**config.mk**
```make
export PLATFORM = sky130hd
export DESIGN_NAME = dtc_timer_pair
export DESIGN_NICKNAME = d
export VERILOG_FILES = /design/src/rtl/dtc_tick_gen.v /design/src/rtl/dtc_timer_pair.v
export VERILOG_INCLUDE_DIRS = /design/src /design/src/rtl
export SDC_FILE = /design/constraint.sdc
export NUM_CORES = 1
export LEC_CHECK = 0
export CORE_ASPECT_RATIO = 1.1
export CORE_MARGIN = 10
export CORE_UTILIZATION = 52
export CTS_CLUSTER_DIAMETER = 40
export DETAILED_ROUTE_END_ITERATION = 7
export DONT_BUFFER_PORTS = 1
export PLACE_DENSITY = 0.67
export SLEW_MARGIN = 30
export SYNTH_ARGS = -nofsm -noshare
export SYNTH_HDL_FRONTEND = slang
export SYNTH_SLANG_ARGS = --single-unit
```
**constraint.sdc**
```tcl
create_clock -name clock -period 2.1 [get_ports clock]
set_input_delay 0.42 -clock clock [delete_from_list [all_inputs] [get_ports clock]]
set_output_delay 0.42 -clock clock [all_outputs]
set_load 0.02 [all_outputs]
```
**src/rtl/dtc_defines.vh**
```
// Constants for the dual timer/counter pair (third and fourth timers).
// Assumes an APB slave with 32-bit data, one register per aligned word.
//
// Overview of operation
// - Timer C select bit picks sub oscillator
// - Timer D select bit picks sub oscillator
// - Oscillator select bits are write-only
// - Gate: run bit and gate pin high
// - Counter select: internal clock or pin events
// - Mode 00 13-bit, mode 01 16-bit
// - Mode 10 8-bit auto-reload from high byte
// - Mode 11 splits timer C, stops D
`ifndef DTC_DEFINES_VH
`define DTC_DEFINES_VH

// ----------------------------------------------------------------------
// Register byte addresses
// ----------------------------------------------------------------------
`define DTC_ADDR_CONTROL 12'h000
`define DTC_ADDR_MODE 12'h004
`define DTC_ADDR_C_LOW 12'h008
`define DTC_ADDR_C_HIGH 12'h00c
`define DTC_ADDR_D_LOW 12'h010
`define DTC_ADDR_D_HIGH 12'h014
`define DTC_ADDR_STATUS 12'h018
`define DTC_ADDR_MASK 12'h01c

// ----------------------------------------------------------------------
// Control register fields
// ----------------------------------------------------------------------
`define DTC_CTL_D_FLAG 7
`define DTC_CTL_D_RUN 6
`define DTC_CTL_C_FLAG 5
`define DTC_CTL_C_RUN 4
`define DTC_CTL_C_SUB 3
`define DTC_CTL_D_SUB 0

// ----------------------------------------------------------------------
// Mode register fields, per timer nibble
// ----------------------------------------------------------------------
`define DTC_MOD_GATE 3
`define DTC_MOD_CNT 2
`define DTC_MOD_M1 1
`define DTC_MOD_M0 0
`define DTC_MODE_13 2'b00
`define DTC_MODE_16 2'b01
`define DTC_MODE_RELOAD 2'b10
`define DTC_MODE_SPLIT 2'b11

// ----------------------------------------------------------------------
// Reset values and status bits
// ----------------------------------------------------------------------
`define DTC_RST_BYTE 8'h00
`define DTC_STS_C 0
`define DTC_STS_D 1
`define DTC_STS_C_HIGH 2

`endif

```
**src/rtl/dtc_tick_gen.v**
```verilog
// Count-enable generator for one timer of the pair.
// Assumes pins and oscillator ticks come from outside the clock domain.
`timescale 1ns/1ps

module dtc_tick_gen (
	clock,
	rst,
	main_tick,
	sub_tick,
	count_pin,
	gate_pin,
	sub_select,
	counter_select,
	gate_enable,
	run_bit,
	tick_timer,
	tick_any
);
	input wire clock;
	input wire rst;
	input wire main_tick;
	input wire sub_tick;
	input wire count_pin;
	input wire gate_pin;
	input wire sub_select;
	input wire counter_select;
	input wire gate_enable;
	input wire run_bit;
	output wire tick_timer;
	output wire tick_any;

	// ------------------------------------------------------------------
	// Two-flop synchronisers, third stage for edge detection
	// ------------------------------------------------------------------
	reg [1:0] sync_a_reg;
	reg [1:0] sync_b_reg;
	reg [1:0] sync_p_reg;
	reg [1:0] sync_g_reg;
	reg main_old_reg;
	reg sub_old_reg;
	reg pin_old_reg;
	wire main_rise;
	wire sub_rise;
	wire pin_fall;
	wire enabled;
	wire timer_tick;

	// Sampling only; first flop feeds nothing but the second
	always @(posedge clock) begin
		if (rst) begin
			sync_a_reg <= 2'h0;
			sync_b_reg <= 2'h0;
			sync_p_reg <= 2'h3;
			sync_g_reg <= 2'h0;
			main_old_reg <= 1'b0;
			sub_old_reg <= 1'b0;
			pin_old_reg <= 1'b1;
		end else begin
			sync_a_reg <= {sync_a_reg[0], main_tick};
			sync_b_reg <= {sync_b_reg[0], sub_tick};
			sync_p_reg <= {sync_p_reg[0], count_pin};
			sync_g_reg <= {sync_g_reg[0], gate_pin};
			main_old_reg <= sync_a_reg[1];
			sub_old_reg <= sync_b_reg[1];
			pin_old_reg <= sync_p_reg[1];
		end
	end

	assign main_rise = sync_a_reg[1] & ~main_old_reg;
	assign sub_rise = sync_b_reg[1] & ~sub_old_reg;
	// Counter input counts falling events on the pin
	assign pin_fall = ~sync_p_reg[1] & pin_old_reg;

	// Oscillator choice: 1 picks sub, 0 picks main
	assign timer_tick = sub_select ? sub_rise : main_rise;
	// Gate needs the pin high as well as the run bit
	assign enabled = run_bit & (~gate_enable | sync_g_reg[1]);
	// Timer or counter source
	assign tick_any = enabled & (counter_select ? pin_fall : timer_tick);
	// Internal-clock-only tick, ignoring the counter select
	assign tick_timer = run_bit & timer_tick;
endmodule // dtc_tick_gen

```
**src/rtl/dtc_timer_pair.v**
```verilog
// Dual timer/counter (third and fourth timers) with an APB slave.
// Assumes oscillator ticks, count pins and gate pins are asynchronous.
//
// Added by the designer: the APB register port and the register offsets.
`timescale 1ns/1ps
`include "dtc_defines.vh"

module dtc_timer_pair (
	clock,
	rst,
	psel,
	penable,
	pwrite,
	paddr,
	pwdata,
	prdata,
	pready,
	pslverr,
	main_osc_tick,
	sub_osc_tick,
	timer_c_count_pin,
	timer_d_count_pin,
	timer_c_gate_pin,
	timer_d_gate_pin,
	timer_c_vector_ack,
	timer_d_vector_ack,
	timer_c_overflow_flag,
	timer_d_overflow_flag,
	irq
);
	input wire clock;
	input wire rst;
	input wire psel;
	input wire penable;
	input wire pwrite;
	input wire [11:0] paddr;
	input wire [31:0] pwdata;
	output reg [31:0] prdata;
	output wire pready;
	output wire pslverr;
	input wire main_osc_tick;
	input wire sub_osc_tick;
	input wire timer_c_count_pin;
	input wire timer_d_count_pin;
	input wire timer_c_gate_pin;
	input wire timer_d_gate_pin;
	input wire timer_c_vector_ack;
	input wire timer_d_vector_ack;
	output wire timer_c_overflow_flag;
	output wire timer_d_overflow_flag;
	output wire irq;

	// ------------------------------------------------------------------
	// State
	// ------------------------------------------------------------------
	reg timer_c_run_reg;
	reg timer_d_run_reg;
	reg timer_c_sub_osc_select_reg;
	reg timer_d_sub_osc_select_reg;
	reg timer_c_flag_reg;
	reg timer_d_flag_reg;
	reg [7:0] mode_reg;
	reg [7:0] c_low_reg;
	reg [7:0] c_high_reg;
	reg [7:0] d_low_reg;
	reg [7:0] d_high_reg;
	reg [2:0] status_reg;
	reg [2:0] mask_reg;
	reg [7:0] c_low_next;
	reg [7:0] c_high_next;
	reg [7:0] d_low_next;
	reg [7:0] d_high_next;
	reg c_ovf;
	reg d_ovf;
	reg c_high_ovf;
	reg [31:0] read_next;

	wire c_tick;
	wire c_tick_timer;
	wire d_tick;
	wire d_tick_timer;
	wire [3:0] c_mode_bits;
	wire [3:0] d_mode_bits;
	wire [1:0] c_mode;
	wire [1:0] d_mode;
	wire wr_en;
	wire rd_en;
	wire addr_ok;
	wire [2:0] events;

	assign c_mode_bits = mode_reg[3:0];
	assign d_mode_bits = mode_reg[7:4];
	assign c_mode = {c_mode_bits[`DTC_MOD_M1], c_mode_bits[`DTC_MOD_M0]};
	assign d_mode = {d_mode_bits[`DTC_MOD_M1], d_mode_bits[`DTC_MOD_M0]};

	// ------------------------------------------------------------------
	// Count enables for both timers
	// ------------------------------------------------------------------
	dtc_tick_gen u_tick_c (
		.clock(clock),
		.rst(rst),
		.main_tick(main_osc_tick),
		.sub_tick(sub_osc_tick),
		.count_pin(timer_c_count_pin),
		.gate_pin(timer_c_gate_pin),
		.sub_select(timer_c_sub_osc_select_reg),
		.counter_select(c_mode_bits[`DTC_MOD_CNT]),
		.gate_enable(c_mode_bits[`DTC_MOD_GATE]),
		.run_bit(timer_c_run_reg),
		.tick_timer(c_tick_timer),
		.tick_any(c_tick)
	);

	dtc_tick_gen u_tick_d (
		.clock(clock),
		.rst(rst),
		.main_tick(main_osc_tick),
		.sub_tick(sub_osc_tick),
		.count_pin(timer_d_count_pin),
		.gate_pin(timer_d_gate_pin),
		.sub_select(timer_d_sub_osc_select_reg),
		.counter_select(d_mode_bits[`DTC_MOD_CNT]),
		.gate_enable(d_mode_bits[`DTC_MOD_GATE]),
		.run_bit(timer_d_run_reg),
		.tick_timer(d_tick_timer),
		.tick_any(d_tick)
	);

	// ------------------------------------------------------------------
	// Counting function shared by both timers, all four modes for C, modes 00 to 10 for D (11 counts the low byte only)
	// Returns {overflow, high, low}
	// ------------------------------------------------------------------
	function [16:0] dtc_step;
		input [1:0] mode;
		input [7:0] high;
		input [7:0] low;
		reg [13:0] v13;
		reg [16:0] v16;
		reg [8:0] v8;
		begin
			v13 = 14'h0000;
			v16 = 17'h00000;
			v8 = 9'h000;
			case (mode)
			`DTC_MODE_13: begin
				// 5-bit prescaler in low byte, 8 bits in high
				v13 = {1'b0, high, low[4:0]} + 14'h0001;
				dtc_step = {v13[13], v13[12:5], low[7:5], v13[4:0]};
			end
			`DTC_MODE_16: begin
				// High and low cascaded, no prescaler
				v16 = {1'b0, high, low} + 17'h00001;
				dtc_step = v16;
			end
			`DTC_MODE_RELOAD: begin
				// Low byte reloads from high byte on overflow
				v8 = {1'b0, low} + 9'h001;
				if (v8[8])
					dtc_step = {1'b1, high, high};
				else
					dtc_step = {1'b0, high, v8[7:0]};
			end
			default: begin
				v8 = {1'b0, low} + 9'h001;
				dtc_step = {v8[8], high, v8[7:0]};
			end
			endcase
		end
	endfunction

	// ------------------------------------------------------------------
	// Next count values
	// ------------------------------------------------------------------
	always @* begin
		{c_ovf, c_high_next, c_low_next} =
			{1'b0, c_high_reg, c_low_reg};
		{d_ovf, d_high_next, d_low_next} =
			{1'b0, d_high_reg, d_low_reg};
		c_high_ovf = 1'b0;
		// Timer C: low byte uses its own bits in split mode
		if (c_tick)
			{c_ovf, c_high_next, c_low_next} =
				dtc_step(c_mode, c_high_reg, c_low_reg);
		if (c_mode == `DTC_MODE_SPLIT) begin
			c_high_next = c_high_reg;
			// High byte is a timer run by timer D's run bit
			if (d_tick_timer)
				{c_high_ovf, c_high_next} = {1'b0, c_high_reg} + 9'h001;
		end
		// Timer D stops in mode 11
		if (d_tick && d_mode != `DTC_MODE_SPLIT)
			{d_ovf, d_high_next, d_low_next} =
				dtc_step(d_mode, d_high_reg, d_low_reg);
	end

	// ------------------------------------------------------------------
	// APB decode; zero wait states, unmapped addresses raise pslverr
	// ------------------------------------------------------------------
	assign addr_ok = (paddr == `DTC_ADDR_CONTROL) ||
		(paddr == `DTC_ADDR_MODE) || (paddr == `DTC_ADDR_C_LOW) ||
		(paddr == `DTC_ADDR_C_HIGH) || (paddr == `DTC_ADDR_D_LOW) ||
		(paddr == `DTC_ADDR_D_HIGH) || (paddr == `DTC_ADDR_STATUS) ||
		(paddr == `DTC_ADDR_MASK);
	assign pready = 1'b1;
	assign pslverr = psel & penable & ~addr_ok;
	assign wr_en = psel & penable & pwrite & addr_ok;
	assign rd_en = psel & penable & ~pwrite & addr_ok;

	// Split-mode overflow of timer C's high byte raises timer D's flag
	assign events = {c_high_ovf, d_ovf | c_high_ovf, c_ovf};

	// ------------------------------------------------------------------
	// Register and counter updates
	// ------------------------------------------------------------------
	always @(posedge clock) begin
		if (rst) begin
			timer_c_run_reg <= 1'b0;
			timer_d_run_reg <= 1'b0;
			timer_c_sub_osc_select_reg <= 1'b0;
			timer_d_sub_osc_select_reg <= 1'b0;
			timer_c_flag_reg <= 1'b0;
			timer_d_flag_reg <= 1'b0;
			mode_reg <= `DTC_RST_BYTE;
			c_low_reg <= `DTC_RST_BYTE;
			c_high_reg <= `DTC_RST_BYTE;
			d_low_reg <= `DTC_RST_BYTE;
			d_high_reg <= `DTC_RST_BYTE;
			status_reg <= 3'h0;
			mask_reg <= 3'h0;
		end else begin
			c_low_reg <= c_low_next;
			c_high_reg <= c_high_next;
			d_low_reg <= d_low_next;
			d_high_reg <= d_high_next;
			// Rollover sets, vector clears; set wins the tie
			if (events[`DTC_STS_C])
				timer_c_flag_reg <= 1'b1;
			else if (timer_c_vector_ack)
				timer_c_flag_reg <= 1'b0;
			if (events[`DTC_STS_D])
				timer_d_flag_reg <= 1'b1;
			else if (timer_d_vector_ack)
				timer_d_flag_reg <= 1'b0;
			// Sticky status, cleared by reading it; new event wins
			if (rd_en && paddr == `DTC_ADDR_STATUS)
				status_reg <= events;
			else
				status_reg <= status_reg | events;
			if (wr_en) begin
				case (paddr)
				`DTC_ADDR_CONTROL: begin
					// Software starts and stops the timers
					timer_c_run_reg <= pwdata[`DTC_CTL_C_RUN];
					timer_d_run_reg <= pwdata[`DTC_CTL_D_RUN];
					timer_c_sub_osc_select_reg <= pwdata[`DTC_CTL_C_SUB];
					timer_d_sub_osc_select_reg <= pwdata[`DTC_CTL_D_SUB];
					// Flags writable by software unless a rollover hits
					if (!events[`DTC_STS_C])
						timer_c_flag_reg <= pwdata[`DTC_CTL_C_FLAG];
					if (!events[`DTC_STS_D])
						timer_d_flag_reg <= pwdata[`DTC_CTL_D_FLAG];
				end
				`DTC_ADDR_MODE: mode_reg <= pwdata[7:0];
				`DTC_ADDR_C_LOW: c_low_reg <= pwdata[7:0];
				`DTC_ADDR_C_HIGH: c_high_reg <= pwdata[7:0];
				`DTC_ADDR_D_LOW: d_low_reg <= pwdata[7:0];
				`DTC_ADDR_D_HIGH: d_high_reg <= pwdata[7:0];
				`DTC_ADDR_MASK: mask_reg <= pwdata[2:0];
				default: mask_reg <= mask_reg;
				endcase
			end
		end
	end

	// ------------------------------------------------------------------
	// Read data; select bits read as zero since they are write-only
	// ------------------------------------------------------------------
	always @* begin
		read_next = 32'h00000000;
		case (paddr)
		`DTC_ADDR_CONTROL: begin
			read_next[`DTC_CTL_D_FLAG] = timer_d_flag_reg;
			read_next[`DTC_CTL_D_RUN] = timer_d_run_reg;
			read_next[`DTC_CTL_C_FLAG] = timer_c_flag_reg;
			read_next[`DTC_CTL_C_RUN] = timer_c_run_reg;
		end
		`DTC_ADDR_MODE: read_next[7:0] = mode_reg;
		`DTC_ADDR_C_LOW: read_next[7:0] = c_low_reg;
		`DTC_ADDR_C_HIGH: read_next[7:0] = c_high_reg;
		`DTC_ADDR_D_LOW: read_next[7:0] = d_low_reg;
		`DTC_ADDR_D_HIGH: read_next[7:0] = d_high_reg;
		`DTC_ADDR_STATUS: read_next[2:0] = status_reg;
		`DTC_ADDR_MASK: read_next[2:0] = mask_reg;
		default: read_next = 32'h00000000;
		endcase
	end

	// Registered read data, loaded in the setup cycle
	always @(posedge clock) begin
		if (rst)
			prdata <= 32'h00000000;
		else if (psel && !penable && !pwrite)
			prdata <= read_next;
	end

	assign timer_c_overflow_flag = timer_c_flag_reg;
	assign timer_d_overflow_flag = timer_d_flag_reg;
	// Level interrupt while any unmasked status bit is set
	assign irq = |(status_reg & mask_reg);
endmodule // dtc_timer_pair

```
==> summary.txt <==
Global routing
  – GR met1 Demand/Resource: 0.288
  – Pin count of the biggest net entering global routing: 68
  – Global routing met3 resource utilization: 0.0475
  – Via count of the first global-routing pass: 4606
  – GRT Total Usage: 0.230
  – Aggregate global routing overflow: 0
  – Number of antenna violations at the first check in global routing: 0
  – Global-route wire length before repair: approximately 26 mm
  – Global routing usage on met2: 0.377
  – Layer with the highest usage: met2

Timing
  – Worst relative slew slack: 0.612
  – Final worst path period share: 0.923
  – Total count of max-transition violations in the final report: 0
  – Final Setup Violations: 0
  – Setup repair after global routing missed its margin: yes
  – Minimum period implied by the final worst setup slack: 1.94 ns
  – Setup WS post-layout: 0.162 ns
  – Slew at the pin with the worst max-slew slack: 0.581 ns
  – Highest achievable clock rate: around 0.52 GHz
  – Clock tree skew after final layout: 0.0128 ns
  – Final hold violation count: 0

Clock network
  – Clock latency of the later-clocked register in the worst-skew pair: ~0.37 ns
  – Clock slew seen by the registers of the worst setup and hold paths: ~0.080 ns
  – Number of levels in the clock H-tree: 3
  – Number of buffers added to fix hold violations after cts: 0
  – Clock buffer count from CTS: 9
  – Clock tree from TritonCTS: built
  – Root buffer cell: clkbuf_8
  – Clock buffer depth: 2
  – Clk sink count: 76

Floorplan
  – Area of the core: 0.00940 mm2
  – Row count: 37
  – # IOs: 94
  – Die Footprint: 0.0141 mm2
  – Width of the chip: 114 um
  – Die Y: 123 um
  – Starting Density: 0.537

Setup path
  – Critical path buffers and inverters: 0
  – Critical path required time: roughly 2.4 ns
  – Critical path, cell by cell: nand4_1, or3_4, o31ai_2, a41oi_1, o32ai_1
  – Cell with the largest stage delay on the worst path: dfxtp_1
  – CP Capture Type: register
  – Setup slack, reg-to-reg: 0.16 ns
  – Worst reg2reg path depth: 5
  – Worst r2r src: d_low_reg[2]
  – Dominant delay contributor by cell family on the critical path: simple AND/OR/NAND/NOR gates
  – Class of the most critical setup path: reg2reg
  – Reg-to-reg critical path endpoint: d_high_reg[7]
  – Instance count on the critical path: 5
  – Worst setup path endpoint: d_high_reg[7]
  – Endpoint arrival time on the critical path: 2.22 ns
  – Delay contributed by the slowest stage of the critical path: 0.49 ns
  – Element type at the critical path start: register
  – Maximum fanout count along the critical path: 7
  – Launching instance or port of the critical path: d_low_reg[2]

Finish
  – Proportion of layout cells with a drive suffix above 1: 0.170
  – Most common library cell in the layout ignoring fill and taps: dfxtp_1
  – Layout overhead on the synthesized area: 9.34%
  – Final standard cell utilization of the core: 0.587
  – Antenna Cells: 0
  – Final non-filler cell total: 759
  – Number of fill cells: 914
  – Most frequent cells in the layout: 76 x dfxtp_1, 74 x nand2_1, 54 x nor2_1
  – Final net count: approximately 700

Power and ir drop
  – PwrDens: between 500 and 600 mW/mm2
  – Worst IR Drop VDD: 0.000657 V
  – Leakage power: 0.00185 uW
  – Overall power: 3020 uW

Place
  – DP HPWL: 11.8 mm
  – Last weighted congestion value of the routability-driven placer: approximately 0.99
  – Buffers added on ports: 0
  – Worst Setup Slack post-DPL: 0.140 ns
  – Number of instances in the placed design: 742

Run status
  – Result of the run: complete, no violations

Synth
  – Number of synthesized flops with an enable pin: 0
  – Post-synthesis instance total: around 620
  – Netlist area before placement: 0.00505 mm2
  – Yosys warns: 0
  – Fraction of the yosys area taken by sequential cells: 0.301
  – Proportion of register bits with asynchronous set or reset after synthesis: 0
  – Synth unique cells: 89
  – Primary FF master, synth: dfxtp_1
  – Post-Syn Area per Cell: 8.09 um2
  – Post-synthesis register bit count: 76

Drt
  – Vias post-DR: 4813
  – Drt pass-1 iters: 5
  – DRT iter0 DRCs: 409
  – Routed wire length: 16.1 mm
  – Avg Vias per Cell: 6.34
  – Number of remaining DRC errors: 0
  – Wirelength per Cell: 21.2 um
  – Number of antenna-violating nets in the routed design: 0

Worst hold path
  – Hold crit path type: in2reg

Run
  – Maximum Capacitance Violations: 0
[worst min-delay path by stage]
| stage | to | startpoint | cells after the start | slack [ns] |
|---|---|---|---|---|
| finish | c_low_reg[4] | rst | 1 | 0.12 |
| global route | c_low_reg[4] | rst | 1 | 0.11 |
| CTS | c_low_reg[4] | rst | 1 | 0.11 |
| detailed placement | u_tick_d.sync_p_reg[1] | u_tick_d.sync_p_reg[0] | 1 | 0.40 |
| global placement | u_tick_d.sync_p_reg[1] | u_tick_d.sync_p_reg[0] | 1 | 0.39 |
| floorplan | u_tick_c.sync_p_reg[1] | u_tick_c.sync_p_reg[0] | 1 | 0.39 |
[metal layers]
metal / share of wire / wire length [um] / vias up
met4: 0.029 / 467 / 0
met3: 0.073 / 1170 / 39
met1: 0.42 / 6780 / 2291
met5: 0 / 0 / -
li1: - / - / 2295
met2: 0.48 / 7670 / 188
[report_power, final]
| part | internal [uW] | switching [uW] | leakage [uW] | total [uW] |
|---|---|---|---|---|
| Combinational | 48.4 | 94.5 | 0.00112 | 143 |
| Clock | 821 | 578 | 0.000122 | 1400 |
| Sequential | 1460 | 15.9 | 0.000616 | 1470 |
| Total | 2330 | 688 | 0.00185 | 3020 |
[cell usage after synthesis (10+ instances only)]
master / instances / area share
nor2_1: 54 / 0.040
nand4_1: 15 / 0.019
nand3_1: 18 / 0.018
nor2b_1: 18 / 0.022
a21oi_1: 37 / 0.037
nor3_1: 11 / 0.011
a31oi_1: 15 / 0.019
inv_1: 10 / 0.0074
o21ai_0: 21 / 0.021
buf_4: 26 / 0.039
nand2_1: 76 / 0.057
or2_2: 10 / 0.012
clkbuf_1: 24 / 0.018
a22oi_1: 10 / 0.015
mux2i_1: 18 / 0.036
dfxtp_1: 76 / 0.30
[stage by stage]
step | hold slack [ns] | TNS (ns) | cell area [um2]
after detailed placement | 0.396 | 0 | 5240
after floorplan | 0.389 | 0 | 5130
after global placement | 0.392 | 0 | 5240
after CTS | 0.105 | 0 | 5490
final | 0.119 | 0 | 5520
after global routing | 0.112 | -0.00288 | 5520
[cell families (layout without fill, tap and decap cells)]
family,after synthesis,after routing,synth area share
AOI/OAI and AO/OA,171,171,0.242
xor gates and xnor gates,9,9,0.0156
adders and majority gates,3,3,0.00744
buffers and inverters,74,69,0.0781
DFF,76,76,0.301
muxes,28,28,0.0721
other,2,25,0.00149
and+or+nand+nor,261,261,0.282
[layout make-up]
cell class	instances	area [um2]	area share
well taps	117	146	0.0265
clock buffers	10	138	0.0249
inverters	11	41.3	0.00748
flip-flops and latches	76	1520	0.276
multi-input cells	497	3250	0.588
clock inverters	6	111	0.0202
repair buffers	42	315	0.0571
[timing repair]
action	CTS	global route
buffers inserted	0	1
gates resized for setup	0	5
setup endpoints to repair	0	5
No activity file was read; power rests on OpenSTA's default activity.
